==> config.mk <==
export PLATFORM = sky130hd
export DESIGN_NAME = smm_mgmt_page
export DESIGN_NICKNAME = d
export VERILOG_FILES = /design/src/design/smm_pkg.sv /design/src/design/smm_mgmt_page.sv
export VERILOG_INCLUDE_DIRS = /design/src /design/src/design
export SDC_FILE = /design/constraint.sdc
export NUM_CORES = 1
export LEC_CHECK = 0
export BUFFER_PORTS_ARGS = -buffer_cell sky130_fd_sc_hd__buf_2
export CELL_PAD_IN_SITES_DETAIL_PLACEMENT = 0
export CELL_PAD_IN_SITES_GLOBAL_PLACEMENT = 1
export CORE_ASPECT_RATIO = 1.1
export CORE_MARGIN = 3
export CORE_UTILIZATION = 40
export DETAILED_ROUTE_END_ITERATION = 7
export GPL_TIMING_DRIVEN = 1
export PLACE_DENSITY = 0.74
export RECOVER_POWER = 50
export SLEW_MARGIN = 25
export SYNTH_ARGS = -nofsm -noshare
export SYNTH_HDL_FRONTEND = slang
export SYNTH_SLANG_ARGS = --single-unit
==> constraint.sdc <==
create_clock -name sys_clk -period 3.1 [get_ports sys_clk]
set_input_delay 0.155 -clock sys_clk [delete_from_list [all_inputs] [get_ports sys_clk]]
set_output_delay 0.155 -clock sys_clk [all_outputs]
set_load 0.02 [all_outputs]
==> src/design/smm_regs.svh <==
`ifndef SMM_REGS_SVH
`define SMM_REGS_SVH
// ----------------------------------------
// register offsets (byte addresses on the management page)
// ----------------------------------------
`define SMM_OFF_MGMT_CFG 8'h00
`define SMM_OFF_AGING 8'h0c
`define SMM_OFF_MIR_CAP 8'h10
`define SMM_OFF_IN_MIR 8'h12
`define SMM_OFF_IN_DIV 8'h16
`define SMM_OFF_EG_MIR 8'h1c
`define SMM_OFF_MODEL 8'h30
`define SMM_OFF_REV 8'h40
`define SMM_OFF_PAGE 8'hff
// ----------------------------------------
// page and field positions
// ----------------------------------------
`define SMM_MGMT_PAGE 8'h02
`define SMM_CFG_PORT_HI 7
`define SMM_CFG_PORT_LO 6
`define SMM_CFG_SNOOP_BIT 3
`define SMM_CFG_BPDU_BIT 1
`define SMM_CFG_RW_MASK 8'hca
`define SMM_PORT_SEL_IMP 2'h2
`define SMM_IGMP_PROTO 8'h02
`define SMM_MIR_EN_BIT 15
`define SMM_MIR_BLK_BIT 14
`define SMM_IN_DIV_EN_BIT 29
// ----------------------------------------
// reset values and timing
// ----------------------------------------
`define SMM_AGING_RESET 20'h0012c
`define SMM_CLK_HZ 10000000
`define SMM_TICKS_PER_SEC (`SMM_CLK_HZ)
`endif

==> src/design/smm_pkg.sv <==
package smm_pkg;
   typedef logic [4:0] smm_port_t;
   typedef enum logic [1:0] {SMM_AGE_IDLE, SMM_AGE_COUNT, SMM_AGE_SWEEP} smm_age_state_t;
endpackage

==> src/design/smm_mgmt_page.sv <==
// The plain strobed port is this design's own decision.
`timescale 1ns/1ps
`include "smm_regs.svh"
module smm_mgmt_page import smm_pkg::*; #(
   parameter int NUM_PORTS = 17,
   parameter int TICKS_PER_SEC = `SMM_TICKS_PER_SEC,
   parameter logic [7:0] MODEL_CODE = 8'h5a, // arbitrary value
   parameter logic [7:0] REV_CODE = 8'h01 // arbitrary value
) (
   input wire logic sys_clk, // core clock
   input wire logic rst, // synchronous reset, high
   input wire logic [7:0] reg_addr, // register offset
   input wire logic [31:0] reg_wdata, // write data
   input wire logic reg_wr, // write strobe
   input wire logic reg_rd, // read strobe
   output logic [31:0] reg_rdata, // read data, cycle after strobe
   input wire logic rx_valid, // received frame classified this cycle
   input wire logic [4:0] rx_port, // ingress port of that frame
   input wire logic [7:0] rx_ip_proto, // ip protocol field
   input wire logic rx_is_ip, // frame carries an ip header
   input wire logic rx_is_bpdu, // frame is a bridge pdu
   input wire logic tx_valid, // transmitted frame this cycle
   input wire logic [4:0] tx_port, // egress port of that frame
   input wire logic [4:0] tx_dest, // normal destination of a frame
   output logic to_cpu_q, // copy this rx frame to cpu port
   output logic drop_bpdu_q, // bpdu not delivered anywhere
   output logic mirror_rx_q, // mirror this rx frame
   output logic mirror_tx_q, // mirror this tx frame
   output smm_port_t capture_port_q, // capture port for mirrors
   output logic block_dest_q, // normal frame to capture port dropped
   output logic age_tick_q, // one-cycle aging sweep pulse
   output logic aging_active // aging process running
);
   // ----------------------------------------
   // elaboration checks
   // ----------------------------------------
   // the selection masks are 17 bits wide, so more ports cannot be served
   if (NUM_PORTS < 1 || NUM_PORTS > 17) begin : g_bad_ports
      $error("NUM_PORTS out of range");
   end
   if (TICKS_PER_SEC < 1) begin : g_bad_ticks
      $error("TICKS_PER_SEC must be positive");
   end

   // ----------------------------------------
   // registers
   // ----------------------------------------
   logic [7:0] page_q;
   logic [7:0] cfg_q;
   logic [19:0] aging_q;
   logic mir_en_q;
   logic mir_blk_q;
   smm_port_t cap_q;
   logic in_div_en_q;
   logic [16:0] in_mask_q;
   logic [9:0] in_div_q;
   logic [16:0] eg_mask_q;
   logic [9:0] div_cnt_q;
   logic [31:0] tick_cnt_q;
   logic [19:0] sec_cnt_q;
   smm_age_state_t age_st_q;

   // page decode: only the page register answers on every page
   logic on_page;
   logic wr_page;
   assign on_page = (page_q == `SMM_MGMT_PAGE);
   assign wr_page = reg_wr && on_page;

   function automatic logic hit(input logic [7:0] off);
      hit = wr_page && (reg_addr == off);
   endfunction

   function automatic logic port_in(input logic [16:0] mask, input logic [4:0] p);
      port_in = (int'(p) < NUM_PORTS) ? mask[p] : 1'b0;
   endfunction

   // page select register
   always_ff @(posedge sys_clk) begin
      if (rst) begin
         page_q <= 8'h00;
      end else if (reg_wr && reg_addr == `SMM_OFF_PAGE) begin
         page_q <= reg_wdata[7:0];
      end
   end

   // management config; reserved bits held at zero
   always_ff @(posedge sys_clk) begin
      if (rst) begin
         cfg_q <= 8'h00;
      end else if (hit(`SMM_OFF_MGMT_CFG)) begin
         cfg_q <= reg_wdata[7:0] & `SMM_CFG_RW_MASK;
      end
   end

   // aging interval, any 20-bit value taken as written
   always_ff @(posedge sys_clk) begin
      if (rst) begin
         aging_q <= `SMM_AGING_RESET;
      end else if (hit(`SMM_OFF_AGING)) begin
         aging_q <= reg_wdata[19:0];
      end
   end

   // mirror capture control
   always_ff @(posedge sys_clk) begin
      if (rst) begin
         mir_en_q <= 1'b0;
         mir_blk_q <= 1'b0;
         cap_q <= 5'h00;
      end else if (hit(`SMM_OFF_MIR_CAP)) begin
         mir_en_q <= reg_wdata[`SMM_MIR_EN_BIT];
         mir_blk_q <= reg_wdata[`SMM_MIR_BLK_BIT];
         cap_q <= reg_wdata[4:0];
      end
   end

   // ingress and egress mirror selection
   always_ff @(posedge sys_clk) begin
      if (rst) begin
         in_div_en_q <= 1'b0;
         in_mask_q <= 17'h00000;
         in_div_q <= 10'h000;
         eg_mask_q <= 17'h00000;
      end else begin
         if (hit(`SMM_OFF_IN_MIR)) begin
            in_div_en_q <= reg_wdata[`SMM_IN_DIV_EN_BIT];
            in_mask_q <= reg_wdata[16:0];
         end
         if (hit(`SMM_OFF_IN_DIV)) begin
            in_div_q <= reg_wdata[9:0];
         end
         if (hit(`SMM_OFF_EG_MIR)) begin
            eg_mask_q <= reg_wdata[16:0];
         end
      end
   end

   // ----------------------------------------
   // read path
   // ----------------------------------------
   always_ff @(posedge sys_clk) begin
      if (rst) begin
         reg_rdata <= 32'h00000000;
      end else if (reg_rd) begin
         reg_rdata <= 32'h00000000;
         if (reg_addr == `SMM_OFF_PAGE) begin
            reg_rdata <= {24'h000000, page_q};
         end else if (on_page) begin
            case (reg_addr)
               `SMM_OFF_MGMT_CFG: reg_rdata <= {24'h000000, cfg_q};
               `SMM_OFF_AGING: reg_rdata <= {12'h000, aging_q};
               `SMM_OFF_MIR_CAP: reg_rdata <= {16'h0000, mir_en_q, mir_blk_q, 9'h000, cap_q};
               `SMM_OFF_IN_MIR: reg_rdata <= {2'h0, in_div_en_q, 12'h000, in_mask_q};
               `SMM_OFF_IN_DIV: reg_rdata <= {22'h000000, in_div_q};
               `SMM_OFF_EG_MIR: reg_rdata <= {15'h0000, eg_mask_q};
               `SMM_OFF_MODEL: reg_rdata <= {24'h000000, MODEL_CODE};
               `SMM_OFF_REV: reg_rdata <= {24'h000000, REV_CODE};
               default: reg_rdata <= 32'h00000000; // unmapped reads zero
            endcase
         end
      end else begin
         reg_rdata <= 32'h00000000;
      end
   end

   // ----------------------------------------
   // frame steering
   // ----------------------------------------
   logic imp_sel;
   logic rx_masked;
   logic div_hit;
   assign imp_sel = (cfg_q[`SMM_CFG_PORT_HI:`SMM_CFG_PORT_LO] == `SMM_PORT_SEL_IMP);
   assign rx_masked = rx_valid && port_in(in_mask_q, rx_port);
   // divider value 0 or 1 mirrors every frame; counter restarts at each hit
   assign div_hit = !in_div_en_q || (in_div_q <= 10'd1) || (div_cnt_q + 10'd1 >= in_div_q);

   // one-in-n counter over masked ingress frames
   always_ff @(posedge sys_clk) begin
      if (rst) begin
         div_cnt_q <= 10'h000;
      end else if (mir_en_q && rx_masked && in_div_en_q) begin
         div_cnt_q <= div_hit ? 10'h000 : div_cnt_q + 10'd1;
      end
   end

   // registered steering decisions, one cycle after the frame strobe
   always_ff @(posedge sys_clk) begin
      if (rst) begin
         to_cpu_q <= 1'b0;
         drop_bpdu_q <= 1'b0;
         mirror_rx_q <= 1'b0;
         mirror_tx_q <= 1'b0;
         block_dest_q <= 1'b0;
      end else begin
         // cpu copies need a valid port code, else nowhere to send them
         to_cpu_q <= rx_valid && imp_sel && ((cfg_q[`SMM_CFG_SNOOP_BIT] && rx_is_ip
                     && rx_ip_proto == `SMM_IGMP_PROTO)
                     || (cfg_q[`SMM_CFG_BPDU_BIT] && rx_is_bpdu));
         drop_bpdu_q <= rx_valid && rx_is_bpdu && !(cfg_q[`SMM_CFG_BPDU_BIT] && imp_sel);
         mirror_rx_q <= mir_en_q && rx_masked && div_hit;
         mirror_tx_q <= mir_en_q && tx_valid && port_in(eg_mask_q, tx_port);
         block_dest_q <= mir_blk_q && tx_valid && (tx_dest == cap_q);
      end
   end
   assign capture_port_q = cap_q;

   // ----------------------------------------
   // aging timer: one pulse every aging_q seconds plus two clocks
   // ----------------------------------------
   assign aging_active = (aging_q != 20'h00000);

   always_ff @(posedge sys_clk) begin
      if (rst) begin
         age_st_q <= SMM_AGE_IDLE;
         tick_cnt_q <= 32'h00000000;
         sec_cnt_q <= 20'h00000;
         age_tick_q <= 1'b0;
      end else begin
         age_tick_q <= 1'b0;
         case (age_st_q)
            SMM_AGE_IDLE: begin
               tick_cnt_q <= 32'h00000000;
               sec_cnt_q <= 20'h00000;
               if (aging_active) begin
                  age_st_q <= SMM_AGE_COUNT;
               end
            end
            SMM_AGE_COUNT: begin
               if (!aging_active) begin
                  age_st_q <= SMM_AGE_IDLE;
               end else if (tick_cnt_q == 32'(TICKS_PER_SEC - 1)) begin
                  tick_cnt_q <= 32'h00000000;
                  if (sec_cnt_q + 20'd1 >= aging_q) begin
                     age_st_q <= SMM_AGE_SWEEP;
                  end else begin
                     sec_cnt_q <= sec_cnt_q + 20'd1;
                  end
               end else begin
                  tick_cnt_q <= tick_cnt_q + 32'd1;
               end
            end
            SMM_AGE_SWEEP: begin
               age_tick_q <= 1'b1;
               sec_cnt_q <= 20'h00000;
               age_st_q <= SMM_AGE_IDLE;
            end
            default: age_st_q <= SMM_AGE_IDLE;
         endcase
      end
   end

   // ----------------------------------------
   // assertions
   // ----------------------------------------
   a_cfg_reset_zero: assert property (@(posedge sys_clk) rst |=> cfg_q == 8'h00)
      else $error("config not zero after reset");
   a_cpu_needs_imp: assert property (@(posedge sys_clk) disable iff (rst) to_cpu_q |-> $past(imp_sel))
      else $error("cpu copy without port code 10");
   a_snoop_proto: assert property (@(posedge sys_clk) disable iff (rst)
      (rx_valid && imp_sel && cfg_q[3] && rx_is_ip && rx_ip_proto == 8'h02) |=> to_cpu_q)
      else $error("igmp frame not sent to cpu");
   a_bpdu_blocked: assert property (@(posedge sys_clk) disable iff (rst)
      (rx_valid && rx_is_bpdu && !cfg_q[1]) |=> drop_bpdu_q)
      else $error("bpdu delivered while disabled");
   a_bpdu_to_cpu: assert property (@(posedge sys_clk) disable iff (rst)
      (rx_valid && rx_is_bpdu && cfg_q[1] && imp_sel) |=> to_cpu_q && !drop_bpdu_q)
      else $error("enabled bpdu not sent to cpu");
   a_age_reset: assert property (@(posedge sys_clk) rst |=> aging_q == 20'd300)
      else $error("aging reset value wrong");
   a_age_stopped: assert property (@(posedge sys_clk) disable iff (rst)
      (aging_q == 20'h0) [*3] |-> !age_tick_q)
      else $error("aging tick while disabled");
   a_mirror_off: assert property (@(posedge sys_clk) disable iff (rst)
      !mir_en_q |=> !mirror_rx_q && !mirror_tx_q)
      else $error("mirror while disabled");
   a_ingress_mask: assert property (@(posedge sys_clk) disable iff (rst)
      (mir_en_q && rx_valid && rx_port == 5'd0 && in_mask_q[0] && !in_div_en_q) |=> mirror_rx_q)
      else $error("ingress port 0 not mirrored");
   a_egress_mask: assert property (@(posedge sys_clk) disable iff (rst)
      (mir_en_q && tx_valid && tx_port == 5'd0 && eg_mask_q[0]) |=> mirror_tx_q)
      else $error("egress port 0 not mirrored");
   a_blk_dest: assert property (@(posedge sys_clk) disable iff (rst)
      block_dest_q |-> $past(mir_blk_q) && $past(tx_dest) == $past(cap_q))
      else $error("block without cause");
   a_page_gate: assert property (@(posedge sys_clk) disable iff (rst)
      (reg_wr && !on_page && reg_addr == 8'h00) |=> $stable(cfg_q))
      else $error("write off page reached config");
   c_rx_mirror: cover property (@(posedge sys_clk) mirror_rx_q);
   c_cpu_copy: cover property (@(posedge sys_clk) to_cpu_q);
   c_age_tick: cover property (@(posedge sys_clk) age_tick_q);
   c_blocked: cover property (@(posedge sys_clk) block_dest_q);
endmodule

==> run metrics <==
Warnings, synthesis 0; Final Skew 13.5 ps; largest net degree at the start of global routing 108; Max-slew headroom 17.8%; crit-path cells nand4_1 -> or2_4 -> nor2_1 -> nand3_2 -> xnor2_2 -> ha_1 -> a21oi_1 -> o21ai_0 -> a21oi_2 -> o2111ai_4 -> buf_12 -> or3_1 -> a21oi_1; clk sinks 175; buffers added on ports 92; H-tree Lvls 4; worst hold path cell count 4; Final ANT Viol Nets 0; Initial Util 41.0%; CTS tree built; critical path launch point type register; Worst Max-Slew Pin Slew 1230 ps; post-synth top area share 38.5%; Worst EP arrival 3490 ps; FF+latch count, synth 175; Setup WS post-layout -31.0 ps; FF-to-FF End sec_cnt_q[5]; worst skew pair latency 440 ps; Wirelength per Cell 17.4 um; worst r2r src sec_cnt_q[2]; antenna fix cells 0; fin nets 1265; routed vias 7951; total CTS buffers 17; Die Span Y 164 um; post-synth top area cell dfxtp_1; row cnt 57; DRC 0; Peak VDD IR 0.000312 V; core region area 0.0222 mm^2; synthesized area per cell 8.75 um^2; PD cells 433 mW/mm^2; Max Root-Sink Buffers 2; Post-Layout Cell Count 1469; Crit Path Class register to register; Root Buffer Master clkbuf_16; Pwr Total 4.73 mW; Overflow after GRT 0; clock-pin slew on the worst setup and hold paths 70 ps; antenna violations before repair 1; async set or reset register ratio after synthesis 0%; Die ar. 0.0246 mm^2; Post-Syn Instances 1039; Post-Route WL 25600 um; Layout Utilization 49.2%; Crit path top cell by count a21oi_1; Leak Pwr 3.88 nW; failing checks setup timing; Reg2Reg Setup Slack -30 ps; Max-cap violations 0; vias in the first global route 7480; GP Congestion 0.839; io pins 115; Hold Crit Class input pin to register; Die Span X 150 um; worst hold path endpoint block_dest_q; placed instance count 1422; critical path's largest stage delay 380 ps; Post-synth EDFFs 0; most frequent cells in the layout 170 x dfxtp_1, 160 x nor2_1, 95 x mux2i_1; status finished with violations; vias per inst 5.41; slowest CP cell dfxtp_4; critical path peak fanout 10; length of the first detailed-routing pass in iterations 5; first-pass GRT wire length 40800 um; Iteration-0 DRC Markers 513; HPWL after detailed placement 18500 um; f_max 319 MHz; Slew Viols, Final 0; final setup violation count 9; register area share after synthesis 38.5%; commonest non-fill, non-tap cell in the layout dfxtp_1; layout cells sized above 1 15.2%; min cycle time layout 3130 ps; Syn-to-layout area delta 20.0%; period utilization 101%; dpl ws -37.1 ps; FF-to-FF path depth 13; Synth Cell Area 0.00909 mm^2; Area contributors post-synth dfxtp_1 39%, mux2i_1 10%, nor2_1 6.7%; final hold viol count 0; Netlist cell types 69; Critical Path RT 3460 ps; Hold Crit Start tx_dest[2]; all-layer global routing usage 20.9%; unrepaired setup endpoints after global routing true; Synth Flop Type dfxtp_1; crit end category register
-- power breakdown --
group	internal [mW]	switching, mW	total [mW]
sequential	2.25	0.00309	2.25
combinational	0.0703	0.133	0.203
clock	1.31	0.970	2.28
total	3.62	1.11	4.73
-- cell families (layout without fill, tap and decap cells) --
| group | count (synthesis) | after routing | share of synthesized area [%] |
|---|---|---|---|
| AOI/OAI and AO/OA | 165 | 165 | 11.6 |
| xor gates and xnor gates | 54 | 54 | 5.20 |
| adders and majority gates | 33 | 33 | 4.54 |
| buffers and inverters | 100 | 225 | 4.89 |
| DFF | 175 | 175 | 38.5 |
| muxes | 105 | 105 | 12.6 |
| other | 1 | 11 | 0.0413 |
| and+or+nand+nor | 406 | 406 | 22.6 |
-- Yosys cell counts, types with 5 or more instances --
master,number
dfxtp_1,175
nor2_1,163
mux2i_1,95
a21oi_1,55
nand2_1,49
inv_1,44
o21ai_0,39
nand3_1,38
xnor2_1,35
ha_1,33
clkbuf_1,30
or3_1,23
nand4_1,19
xor2_1,19
nor4_1,18
a22oi_1,16
nor3_1,16
and3_1,15
buf_4,13
nand2b_1,12
a31oi_1,10
nand3b_1,9
buf_2,8
mux4_2,7
a221oi_1,5
a222oi_1,5
and2_1,5
and4_1,5
or2_2,5
-- worst max-delay path, delay by kind of cell, from the launching register on --
| family | cells | cell delay, ps |
|---|---|---|
| compound gates | 5 | 870 |
| xor+xnor | 1 | 150 |
| fa+ha+maj | 1 | 290 |
| buf+inv | 1 | 220 |
| flops | 1 | 380 |
| simple gates | 5 | 1130 |
-- stage by stage --
step	instance area, um^2	hold slack [ps]	TNS [ps]
2_1_floorplan	9130	273	0
3_3_place_gp	10000	391	0
3_5_place_dp	10000	396	-128
4_1_cts	10800	2.76	0
5_1_grt	10900	12.8	-3380
6_report	10900	13.3	-134
-- worst max-delay path by stage --
stage | from | slack, ps | end | cells after the start
after global placement | sec_cnt_q[0] | 70 | sec_cnt_q[1] | 15
after CTS | sec_cnt_q[1] | 1 | sec_cnt_q[5] | 14
after floorplan | sec_cnt_q[0] | 80 | sec_cnt_q[1] | 14
final | sec_cnt_q[2] | -30 | sec_cnt_q[5] | 13
after detailed placement | sec_cnt_q[0] | -40 | sec_cnt_q[5] | 14
after global routing | sec_cnt_q[0] | -200 | sec_cnt_q[1] | 15
-- registers in the layout, summed over array words and instances, names as in the netlist, 10 cells and up --
| signal | flops |
|---|---|
| tick_cnt_q | 32 |
| reg_rdata | 21 |
| aging_q | 20 |
| sec_cnt_q | 20 |
| eg_mask_q | 17 |
| in_mask_q | 17 |
| div_cnt_q | 10 |
| in_div_q | 10 |
-- area by class of cell --
type,instances,area (um^2)
inverter,44,165
sequential,175,3520
fill,2138,11300
clock buffer,18,439
multi-input combinational,774,5330
timing repair buffer,149,903
tap,295,369
clock inverter,14,181
-- repair_timing --
action	in CTS	in global routing
gates cloned	0	3
setup endpoints to repair	20	24
pin swaps	5	10
hold buffers	9	0
hold endpoints to repair	12	0
setup buffers	1	2
resized for setup	6	30
-- routing by layer --
| metal | vias up | wire (um) | global-route usage, % |
|---|---|---|---|
| met5 | - | 0 | 0 |
| met4 | 0 | 211 | 4.53 |
| met3 | 15 | 1140 | 3.48 |
| met2 | 175 | 11900 | 32.9 |
| met1 | 3804 | 12300 | 30.3 |
| li1 | 3957 | - | - |
Power figures use the tool's default switching activity.
